**src/udmae_pkg.sv**
```systemverilog
// shared constants and types for the ultra dma host burst engine
package udmae_pkg;

    // configuration port offsets
    localparam logic [7:0]  UDMAE_SYNC_EN_OFS   = 8'h48;
    localparam logic [7:0]  UDMAE_CLK_CFG_OFS   = 8'h54;
    // reset values of the configuration registers
    localparam logic [7:0]  UDMAE_SYNC_EN_RST   = 8'h00;
    localparam logic [31:0] UDMAE_CLK_CFG_RST   = 32'h0000_0000;
    // field positions: drive enable bits 3:0, fast timing bits 3:0
    localparam int          UDMAE_DRV_LSB       = 0;
    localparam int          UDMAE_DRIVES        = 4;
    // base clock dividers of the system clock, slow and fast timing sets
    localparam logic [3:0]  UDMAE_BASE_DIV_SLOW = 4'h2;
    localparam logic [3:0]  UDMAE_BASE_DIV_FAST = 4'h1;
    // mode 5 strobe cycle count, used when a fast drive has no count set
    localparam logic [3:0]  UDMAE_MODE5_CT      = 4'h3;
    // two bytes move on every strobe edge
    localparam logic [16:0] UDMAE_BYTES_PER_EDGE = 17'h00002;
    // crc-16 generator and seed
    localparam logic [15:0] UDMAE_CRC_POLY      = 16'h1021;
    localparam logic [15:0] UDMAE_CRC_SEED      = 16'h4aba;

    // per-drive timing counts, in base clocks
    typedef struct packed {
        logic [3:0] strobe_cycle_count;
        logic [3:0] ready_to_stop_count;
    } udmae_timing_t;

    // configuration access from the host bridge
    typedef struct packed {
        logic        wr;
        logic        rd;
        logic [7:0]  addr;
        logic [31:0] wdata;
    } udmae_cfg_req_t;

endpackage : udmae_pkg

```
**src/udmae_burst_engine.sv**
```systemverilog
// host side ultra dma burst engine for one ata channel
`timescale 1ns/100ps
`default_nettype none

// How it works
// - synchronous bursts only for drives whose enable bit at 48h is set
// - host always drives the stop line, to request or acknowledge a stop
// - reads: host drives ready on its strobe line, drive strobes on its line
// - writes: host strobes on its strobe line, drive signals ready on its line
// - drive requests, host grants; chip selects inactive, address low meanwhile
// - writes: drop stop, wait for drive ready, then first word and strobe
// - reads: release data bus, drop stop, assert ready; drive sends data
// - receiver takes one word on each rising and falling strobe edge
// - transmitter pauses by holding strobe; receiver pauses by dropping ready
// - host pauses on buffer full or empty and while fetching a descriptor
// - host stop: host asserts stop, drive acknowledges by dropping request
// - drive stop: drive drops request, host acknowledges by asserting stop
// - strobe parked high, host drives crc, then releases the grant
// - host ends bursts for other channel, pio access, or final data
// - crc over every strobed word, restarted for each burst
// - fast timing selected per drive by bits 3:0 at 54h
// - fast bit runs that drive's transfers on the higher-rate timing
// - each drive has own base clock, cycle count and ready-to-stop count
// - cycle count sets least base clocks per host strobe phase
// - read stop: wait ready-to-stop base clocks after dropping ready
// - mode 5 uses three base clocks per phase; two bytes per edge
// - exhausted descriptor: request next one and reload current byte count
module udmae_burst_engine
    import udmae_pkg::*;
(
    input  wire logic                       clock_i,
    input  wire logic                       rst_n_i,
    input  wire udmae_cfg_req_t             cfg_i,
    output logic [31:0]                     cfg_rdata_o,
    input  wire udmae_timing_t [3:0]        drive_timing_i,
    input  wire logic [1:0]                 drive_sel_i,
    input  wire logic                       dir_write_i,
    input  wire logic                       burst_go_i,
    input  wire logic                       other_channel_req_i,
    input  wire logic                       pio_req_i,
    input  wire logic                       desc_load_i,
    input  wire logic [16:0]                desc_count_i,
    input  wire logic                       desc_final_i,
    output logic                            desc_fetch_req_o,
    input  wire logic                       tx_valid_i,
    input  wire logic [15:0]                tx_data_i,
    output logic                            tx_ready_o,
    output logic                            rx_valid_o,
    output logic [15:0]                     rx_data_o,
    input  wire logic                       rx_room_i,
    output logic                            legacy_dma_o,
    output logic                            burst_active_o,
    input  wire logic                       dmarq_i,
    output logic                            dma_grant_line_n_o,
    output logic                            primary_stop_line_o,
    output logic                            primary_host_strobe_ready_line_o,
    input  wire logic                       primary_device_strobe_ready_line_i,
    output logic [1:0]                      cs_n_o,
    output logic [2:0]                      da_o,
    input  wire logic [15:0]                dd_i,
    output logic [15:0]                     dd_o,
    output logic                            dd_oe_n_o
);

    typedef enum logic [3:0] {
        UDMAE_IDLE, UDMAE_GRANT, UDMAE_WR_DATA, UDMAE_RD_DATA, UDMAE_RD_WAIT_RP,
        UDMAE_STOP_REQ, UDMAE_PARK, UDMAE_CRC_OUT, UDMAE_CRC_HOLD
    } udmae_state_t;

    udmae_state_t  state;
    logic [7:0]    sync_dma_drive_enable;
    logic [31:0]   ide_drive_clock_config;
    logic [1:0]    dmarq_sync;
    logic [2:0]    dev_line_sync;
    logic [15:0]   dd_s1;
    logic [15:0]   dd_s2;
    logic [3:0]    base_div;
    logic          base_tick;
    logic [3:0]    phase_cnt;
    logic [16:0]   cur_count;
    logic          fetching;
    logic          word_loaded;
    logic          host_strobe;
    logic          host_ready_n;
    logic          rd_edge;
    logic          crc_clear;
    logic          crc_update;
    logic [15:0]   crc_value;
    logic [15:0]   crc_word;
    logic          fast_sel;
    logic [3:0]    ct_eff;
    logic [3:0]    rp_eff;
    logic          phase_done;
    logic          host_stop_want;
    logic          count_out;
    logic          dmarq_s;
    logic          dev_line_s;

    // config port: synchronous enable at 48h, drive clock config at 54h
    always_ff @(posedge clock_i or negedge rst_n_i) begin
        if (!rst_n_i) begin
            sync_dma_drive_enable  <= UDMAE_SYNC_EN_RST;
            ide_drive_clock_config <= UDMAE_CLK_CFG_RST;
        end else if (cfg_i.wr) begin
            if (cfg_i.addr == UDMAE_SYNC_EN_OFS) begin
                sync_dma_drive_enable <= cfg_i.wdata[7:0];
            end
            if (cfg_i.addr == UDMAE_CLK_CFG_OFS) begin
                ide_drive_clock_config <= cfg_i.wdata;
            end
        end
    end

    // registered read data, unmapped offsets read zero
    always_ff @(posedge clock_i or negedge rst_n_i) begin
        if (!rst_n_i) begin
            cfg_rdata_o <= 32'h0000_0000;
        end else if (cfg_i.rd) begin
            unique case (cfg_i.addr)
                UDMAE_SYNC_EN_OFS: cfg_rdata_o <= {24'h000000, sync_dma_drive_enable};
                UDMAE_CLK_CFG_OFS: cfg_rdata_o <= ide_drive_clock_config;
                default:           cfg_rdata_o <= 32'h0000_0000;
            endcase
        end
    end

    // two-flop synchronisers for cable inputs
    always_ff @(posedge clock_i or negedge rst_n_i) begin
        if (!rst_n_i) begin
            dmarq_sync    <= 2'h0;
            dev_line_sync <= 3'h7;
            dd_s1         <= 16'h0000;
            dd_s2         <= 16'h0000;
        end else begin
            dmarq_sync    <= {dmarq_sync[0], dmarq_i};
            dev_line_sync <= {dev_line_sync[1:0], primary_device_strobe_ready_line_i};
            dd_s1         <= dd_i;
            dd_s2         <= dd_s1;
        end
    end

    assign dmarq_s    = dmarq_sync[1];
    assign dev_line_s = dev_line_sync[1];
    // both strobe edges carry a word
    // edge on synchronised drive strobe
    assign rd_edge    = dev_line_sync[1] ^ dev_line_sync[2];

    // fast bit of the selected drive
    assign fast_sel = ide_drive_clock_config[UDMAE_DRV_LSB + 32'(drive_sel_i)];
    // mode 5 default of three base clocks when a fast drive has no count set, one for a slow drive
    assign ct_eff = (drive_timing_i[drive_sel_i].strobe_cycle_count == 4'h0)
                    ? (fast_sel ? UDMAE_MODE5_CT : 4'h1)
                    : drive_timing_i[drive_sel_i].strobe_cycle_count;
    assign rp_eff = drive_timing_i[drive_sel_i].ready_to_stop_count;
    // legacy signalling when the drive's enable bit is clear
    assign legacy_dma_o = !sync_dma_drive_enable[UDMAE_DRV_LSB + 32'(drive_sel_i)];

    // base clock enable divider
    // fast drives use the higher-rate base clock
    always_ff @(posedge clock_i or negedge rst_n_i) begin
        if (!rst_n_i) begin
            base_div <= 4'h0;
        end else if (base_tick) begin
            base_div <= 4'h0;
        end else begin
            base_div <= base_div + 4'h1;
        end
    end
    assign base_tick = (base_div + 4'h1) >= (fast_sel ? UDMAE_BASE_DIV_FAST : UDMAE_BASE_DIV_SLOW);

    // phase ends after the cycle count in base clocks
    assign phase_done = (phase_cnt >= ct_eff);
    assign count_out  = (cur_count == 17'h00000);
    // other channel, pio access, final data or engine halted
    assign host_stop_want = other_channel_req_i || pio_req_i || !burst_go_i
                            || (count_out && desc_final_i);

    // write handshake: take a word when none is pending and the drive is ready
    // no word taken while buffer empty or descriptor pending
    assign tx_ready_o = (state == UDMAE_WR_DATA) && !word_loaded && !count_out
                        && !host_stop_want && !dev_line_s && dmarq_s;

    // burst sequencer
    always_ff @(posedge clock_i or negedge rst_n_i) begin
        if (!rst_n_i) begin
            state <= UDMAE_IDLE;
        end else begin
            unique case (state)
                UDMAE_IDLE: begin
                    // grant a pending request for an enabled drive
                    if (dmarq_s && burst_go_i && !legacy_dma_o && !count_out
                        && !other_channel_req_i && !pio_req_i) begin
                        state <= UDMAE_GRANT;
                    end
                end
                UDMAE_GRANT: begin
                    if (phase_done) begin
                        state <= dir_write_i ? UDMAE_WR_DATA : UDMAE_RD_DATA;
                    end
                end
                UDMAE_WR_DATA: begin
                    if (!dmarq_s) begin
                        state <= UDMAE_PARK;
                    end else if (host_stop_want && !word_loaded) begin
                        state <= UDMAE_STOP_REQ;
                    end
                end
                UDMAE_RD_DATA: begin
                    if (!dmarq_s) begin
                        state <= UDMAE_PARK;
                    end else if (host_stop_want) begin
                        state <= UDMAE_RD_WAIT_RP;
                    end
                end
                UDMAE_RD_WAIT_RP: begin
                    if (!dmarq_s) begin
                        state <= UDMAE_PARK;
                    end else if (phase_cnt >= rp_eff) begin
                        state <= UDMAE_STOP_REQ;
                    end
                end
                UDMAE_STOP_REQ: begin
                    if (!dmarq_s) begin
                        state <= UDMAE_PARK;
                    end
                end
                UDMAE_PARK: begin
                    if (dir_write_i ? (host_strobe && phase_done) : dev_line_s) begin
                        state <= UDMAE_CRC_OUT;
                    end
                end
                UDMAE_CRC_OUT: begin
                    if (phase_done) begin
                        state <= UDMAE_CRC_HOLD;
                    end
                end
                UDMAE_CRC_HOLD: begin
                    state <= UDMAE_IDLE;
                end
            endcase
        end
    end

    // phase counter in base clocks, restarted at each state change except into crc hold, and at strobe flip
    always_ff @(posedge clock_i or negedge rst_n_i) begin
        if (!rst_n_i) begin
            phase_cnt <= 4'h0;
        end else if ((state == UDMAE_IDLE) || (state == UDMAE_RD_DATA)
                     || (tx_ready_o && tx_valid_i) || crc_update_wr()
                     || (state == UDMAE_STOP_REQ) || (state == UDMAE_PARK && phase_done)
                     || (state == UDMAE_PARK && !dir_write_i)
                     || (state == UDMAE_GRANT && phase_done)
                     || (state == UDMAE_WR_DATA && (!dmarq_s || (host_stop_want && !word_loaded)))) begin
            phase_cnt <= 4'h0;
        end else if (base_tick && (phase_cnt != 4'hf)) begin
            phase_cnt <= phase_cnt + 4'h1;
        end
    end

    // host strobe flips once a loaded word has stood for the cycle count
    function automatic logic crc_update_wr();
        return (state == UDMAE_WR_DATA) && word_loaded && phase_done && !dev_line_s;
    endfunction

    // host write strobe and word pending flag
    always_ff @(posedge clock_i or negedge rst_n_i) begin
        if (!rst_n_i) begin
            host_strobe <= 1'b1;
            word_loaded <= 1'b0;
        end else if (state == UDMAE_IDLE) begin
            host_strobe <= 1'b1;
            word_loaded <= 1'b0;
        // first word only after drive ready
        end else if (tx_ready_o && tx_valid_i) begin
            word_loaded <= 1'b1;
        // strobe held while drive not ready or no word
        end else if (crc_update_wr()) begin
            host_strobe <= !host_strobe;
            word_loaded <= 1'b0;
        end else if (state == UDMAE_PARK && dir_write_i && !host_strobe && phase_done) begin
            host_strobe <= 1'b1;
        end
    end

    // host read ready, active low
    // ready asserted on entry to the read data phase
    // ready dropped while receive buffer full or count exhausted
    always_ff @(posedge clock_i or negedge rst_n_i) begin
        if (!rst_n_i) begin
            host_ready_n <= 1'b1;
        end else begin
            host_ready_n <= !((state == UDMAE_RD_DATA) && rx_room_i && !count_out && !host_stop_want);
        end
    end

    // data bus: write words and crc driven, released for reads
    always_ff @(posedge clock_i or negedge rst_n_i) begin
        if (!rst_n_i) begin
            dd_o      <= 16'h0000;
            dd_oe_n_o <= 1'b1;
        end else if (tx_ready_o && tx_valid_i) begin
            dd_o      <= tx_data_i;
            dd_oe_n_o <= 1'b0;
        // crc placed on the bus before the grant is released
        end else if (state == UDMAE_PARK && (dir_write_i ? (host_strobe && phase_done) : dev_line_s)) begin
            dd_o      <= crc_value;
            dd_oe_n_o <= 1'b0;
        end else if (state == UDMAE_IDLE || state == UDMAE_RD_DATA) begin
            dd_oe_n_o <= 1'b1;
        end
    end

    // received words
    always_ff @(posedge clock_i or negedge rst_n_i) begin
        if (!rst_n_i) begin
            rx_valid_o <= 1'b0;
            rx_data_o  <= 16'h0000;
        end else begin
            rx_valid_o <= !dir_write_i && rd_edge
                          && ((state == UDMAE_RD_DATA) || (state == UDMAE_RD_WAIT_RP));
            rx_data_o  <= dd_s2;
        end
    end

    // current byte count and descriptor fetch request
    // reload on descriptor arrival, request when exhausted
    always_ff @(posedge clock_i or negedge rst_n_i) begin
        if (!rst_n_i) begin
            cur_count        <= 17'h00000;
            fetching         <= 1'b0;
            desc_fetch_req_o <= 1'b0;
        end else begin
            desc_fetch_req_o <= 1'b0;
            if (desc_load_i) begin
                cur_count <= desc_count_i;
                fetching  <= 1'b0;
            end else begin
                if (crc_update && !count_out) begin
                    cur_count <= cur_count - UDMAE_BYTES_PER_EDGE;
                end
                if (count_out && !desc_final_i && !fetching && burst_go_i) begin
                    fetching         <= 1'b1;
                    desc_fetch_req_o <= 1'b1;
                end
            end
        end
    end

    // crc restarted on grant, updated on every strobed word
    assign crc_clear  = (state == UDMAE_IDLE);
    assign crc_update = crc_update_wr() || (rx_valid_o == 1'b0 && !dir_write_i && rd_edge
                        && ((state == UDMAE_RD_DATA) || (state == UDMAE_RD_WAIT_RP)))
                        || (rx_valid_o && !dir_write_i && rd_edge
                        && ((state == UDMAE_RD_DATA) || (state == UDMAE_RD_WAIT_RP)));
    assign crc_word   = dir_write_i ? dd_o : dd_s2;

    udmae_crc16 u_crc (
        .clock_i  (clock_i),
        .rst_n_i  (rst_n_i),
        .clear_i  (crc_clear),
        .update_i (crc_update),
        .data_i   (crc_word),
        .crc_o    (crc_value)
    );

    // cable outputs
    // grant held from grant through crc hold; address and selects idle
    assign dma_grant_line_n_o = (state == UDMAE_IDLE);
    assign cs_n_o             = 2'h3;
    assign da_o               = 3'h0;
    assign burst_active_o     = (state != UDMAE_IDLE);
    assign primary_stop_line_o = !((state == UDMAE_WR_DATA) || (state == UDMAE_RD_DATA)
                                   || (state == UDMAE_RD_WAIT_RP));
    // read ready, write strobe on the host line
    assign primary_host_strobe_ready_line_o = dir_write_i ? host_strobe : host_ready_n;

endmodule : udmae_burst_engine
`default_nettype wire

```
**src/udmae_crc16.sv**
```systemverilog
// crc-16 accumulator over 16-bit words
`timescale 1ns/100ps
`default_nettype none

module udmae_crc16
    import udmae_pkg::*;
(
    input  wire logic        clock_i,
    input  wire logic        rst_n_i,
    input  wire logic        clear_i,
    input  wire logic        update_i,
    input  wire logic [15:0] data_i,
    output logic      [15:0] crc_o
);

    logic [15:0] next_crc;

    // bit-serial fold of one word, msb first
    always_comb begin
        logic fb;
        fb = 1'b0;
        next_crc = crc_o;
        for (int i = 15; i >= 0; i--) begin
            fb = next_crc[15] ^ data_i[i];
            next_crc = {next_crc[14:0], 1'b0} ^ (fb ? UDMAE_CRC_POLY : 16'h0000);
        end
    end

    // seed on clear, fold on update
    always_ff @(posedge clock_i or negedge rst_n_i) begin
        if (!rst_n_i) begin
            crc_o <= UDMAE_CRC_SEED;
        end else if (clear_i) begin
            crc_o <= UDMAE_CRC_SEED;
        end else if (update_i) begin
            crc_o <= next_crc;
        end
    end

endmodule : udmae_crc16
`default_nettype wire

```
**config.mk**
```make
export PLATFORM = sky130hd
export DESIGN_NAME = udmae_burst_engine
export DESIGN_NICKNAME = d
export VERILOG_FILES = /design/src/udmae_pkg.sv /design/src/udmae_burst_engine.sv /design/src/udmae_crc16.sv
export SDC_FILE = /design/constraint.sdc
export NUM_CORES = 1
export LEC_CHECK = 0
export ABC_AREA = 1
export BUFFER_PORTS_ARGS = -buffer_cell sky130_fd_sc_hd__buf_2
export CORE_MARGIN = 2
export CORE_UTILIZATION = 54
export DETAILED_ROUTE_END_ITERATION = 7
export GPL_TIMING_DRIVEN = 0
export PLACE_DENSITY = 0.85
export REMOVE_ABC_BUFFERS = 1
export SYNTH_ARGS = -nofsm -noshare
export SYNTH_HDL_FRONTEND = slang
export SYNTH_SLANG_ARGS = --single-unit
```
**constraint.sdc**
```tcl
create_clock -name clock_i -period 2.8 [get_ports clock_i]
set_input_delay 0.14 -clock clock_i [delete_from_list [all_inputs] [get_ports clock_i]]
set_output_delay 0.14 -clock clock_i [all_outputs]
set_load 0.005 [all_outputs]
```
==> impl_results.md <==
* Status: complete, no violations
* CORE AREA at 0.0166 mm^2
* IO buf count at 209
* WS Path Type: flop to flop
* Fmax at 377 MHz
* Post-Syn Area per Cell at 8.82 um^2
* Top delay family on crit path: compound AO/OA/AOI/OAI gates
* Area grow syn2layout at 30.5%
* Worst skew pair latency at 0.42 ns
* Max-cap violations at 0
* CP Data Arrival Time at 3.00 ns
* Min Tclk post-route at 2.65 ns
* Flops & latches, synth at 193
* GRT Total Usage at 26.0%
* GP Congestion at 0.863
* Synthesized instance count at 1045
* Psw at 3.46 mW
* Starting Density at 55.4%
* Worst-path clk slew at 0.07 ns
* WL/cell at 14.8 um
* Async SR Flop Fraction at 100%
* Worst vdd ir at 0.453 mV
* Crit-path cells: o21ai_1 -> o22ai_2 -> a41oi_1 -> ha_1 -> inv_1 -> o21bai_1 -> nand3_1 -> nand3_4 -> nand4_2 -> nand2_4 -> buf_12 -> nor2_4 -> clkinvlp_2 -> o22ai_1
* Worst-margin pin slew at 1.09 ns
* H-tree Lvls at 4
* Clk buf depth at 2
* Power density over the cells at 772 mW/mm^2
* Synthesis Warnings at 0
* Switching share of power at 37.3%
* Crit end category: flop
* Sink Count at 193
* Worst Skew at 0.0104 ns
* Total negative setup slack at 0 ns
* Num rows at 47
* Netlist cell types at 51
* Antenna-violating nets left at 0
* Root Buffer: clkbuf_16
* Tcrit/Tclk final at 94.7%
* Combinational group share of total power at 36.8%
* Most frequent cells in the layout: 246 x nand2_1, 208 x buf_2, 179 x dfrtp_1
* Drt drc at 0
* Most common flop cell mapped by yosys: dfrtp_1
* Final setup fails at 0
* Vias/cell at 5.30
* Number of synthesized flops with an enable pin at 0
* DIE WIDTH at 135 um
* Number of buffers and inverters on the critical path at 3
* Met1 global-route usage at 32.7%
* Crit Path Max Fanout at 5
* # IOs at 215
* Vias in the first global route at 8214
* Largest net degree at the start of global routing at 105
* Int Power at 5.82 mW
* Slowest CP cell: dfrtp_1
* Seq pwr share at 37.3%
* CTS buffer count at 17
* Initial antenna violation count at 1
* Share of layout cells above drive strength 1 at 25.3%
* Hold Crit Class: input pin to flop
* DIE HEIGHT at 135 um
* First drt pass iteration count at 5
* Worst Path Required at 3.14 ns
* Clock power share at 25.8%
* Hpwl dp at 15.1 mm
* Busiest grt layer: met2
* CTS tree: yes
* CP startpoint kind: flop
* Final Cell Area at 0.0120 mm^2
* Met2 Use GR at 44.9%
* Post-layout nets at 1489
* First-pass GRT wire length at 38.0 mm
* Slew Limit Fails at 0
* Dpl cell area at 0.0104 mm^2
* Die Area at 0.0181 mm^2
* 1st-iter DRT viols at 503
* Final Routed Wirelength at 23.3 mm
* Max stage delay on crit path at 0.40 ns
* Seq/Total Area, Yosys at 52.6%
* Gr ovfl total at 0
* Fin. Hold Viols at 0
* GR Util met3 at 4.69%
* Commonest non-fill, non-tap cell in the layout: nand2_1
* Leakage at 6.09 nW
* Detailed-route via count at 8336
* Relative slew slack at 27.2%
* Post-Syn Area at 0.00922 mm^2
what timing repair did:
| action | CTS | global route |
|---|---|---|
| hold buffers | 85 | 0 |
| resized for setup | 8 | 10 |
| cloned | 0 | 2 |
| buffers inserted | 4 | 7 |
| pin swaps | 3 | 4 |
| hold endpoints to repair | 178 | 0 |
| setup endpoints to repair | 51 | 53 |
per-stage QoR:
stage	hold slack, ns	util [%]	instances	total power [mW]	setup slack [ns]
2_1_floorplan	-0.156	-	1012	5.66	0.176
4_1_cts	0.0107	71.6	1562	9.17	0.0525
6_report	0.0362	72.3	1572	9.29	0.148
3_3_place_gp	0.246	62.3	1441	6.42	-1.52
3_5_place_dp	0.199	62.6	1442	6.58	-1.13
5_1_grt	0.0554	72.3	1572	9.86	-0.0362
logic make-up (layout without fill, tap and decap cells):
group / Yosys count / after routing / synth area share (%)
flops: 193 / 193 / 52.6
xor+xnor: 34 / 34 / 3.60
buf+inv: 169 / 470 / 7.39
mux: 25 / 25 / 3.04
simple gates: 442 / 442 / 20.8
compound gates: 167 / 167 / 10.8
fa+ha+maj: 13 / 13 / 1.76
other cells: 2 / 8 / 0.0814
per-layer routing:
layer  wire, um  part of all wire [%]  vias up
met4        715                   3.1        0
met1       9570                    41     3939
met5          0                     0        -
li1           -                     -     4003
met3       1300                   5.6       67
met2      11700                    50      327
worst paths after layout:
| kind | from | to | slack [ns] | cells past startpoint |
|---|---|---|---|---|
| worst max-delay path | ide_drive_clock_config[2] | u_crc.crc_o[10] | 0.15 | 14 |
| worst min-delay path | desc_count_i[10] | cur_count[10] | 0.04 | 3 |
| worst max register to register | ide_drive_clock_config[2] | u_crc.crc_o[10] | 0.15 | 14 |
| worst min register to register | dd_s1[6] | dd_s2[6] | 0.34 | 0 |
| max in group asynchronous | rst_n_i | host_strobe | 1.54 | 3 |
| min in group asynchronous | rst_n_i | ide_drive_clock_config[8] | 0.30 | 2 |
worst reg2reg max path: stages, from the launching register on:
cell and delay [ns]:
dfrtp_1 0.40, o21ai_1 0.17, o22ai_2 0.13, a41oi_1 0.24, ha_1 0.27, inv_1 0.06, o21bai_1 0.06, nand3_1 0.13
nand3_4 0.12, nand4_2 0.15, nand2_4 0.08, buf_12 0.15, nor2_4 0.17, clkinvlp_2 0.23, o22ai_1 0.20
power by group through the flow:
stage | logic (mW) | clock network [mW] | registers, mW
after floorplan | 2.20 | 0 | 3.47
after global placement | 2.93 | 0 | 3.49
after detailed placement | 3.07 | 0 | 3.51
after CTS | 3.27 | 2.44 | 3.46
after global routing | 3.80 | 2.55 | 3.51
final | 3.42 | 2.40 | 3.47
flip-flops by register name (all words and copies together) (netlist names), 8 cells and up:
signal / cells
sync_dma_drive_enable: 8
u_crc.crc_o: 16
cfg_rdata_o: 32
dd_s1: 16
dd_s2: 16
dd_o: 16
rx_data_o: 16
ide_drive_clock_config: 32
cur_count: 17
area by class of cell:
class | instances | area [um^2]
multi-input cells | 688 | 3790
fillers | 1163 | 4610
repair buffers | 306 | 2030
diodes | 1 | 2.50
well taps | 220 | 275
clock inverters | 12 | 134
inverters | 131 | 499
flip-flops and latches | 193 | 4850
repair inverters | 2 | 10.0
clock buffers | 19 | 443
synth_stat cells, types with 2 or more instances:
library cell  number  area share [%]
ha_1              13             1.8
nor3_1             7            0.38
buf_4              7            0.57
buf_2              5            0.27
a21oi_1           22             1.2
nand2_1          248              10
conb_1             2           0.081
nor4_1             3            0.20
nor2_1            61             2.5
xnor2_1            3            0.28
inv_2              9            0.37
dfstp_2           14             4.0
a32o_1             7            0.76
a22oi_1            2            0.16
or2_1              3            0.20
nand4_1           10            0.68
a31oi_1           15             1.0
nand2_2           17             1.2
dfrtp_1          179              49
xor2_1            28             2.7
buf_1              4            0.16
nor2_2             4            0.27
mux2_2            24             2.9
o22ai_1           10            0.68
o21ai_0           74             4.0
inv_1            121             4.9
o21ai_1            8            0.43
nand3_1           81             4.4
o211ai_1          14             1.1
buf_6              2            0.24
o221ai_1           9            0.85
clkbuf_1          20            0.81
Note: power is estimated with default switching activity, not from simulation.
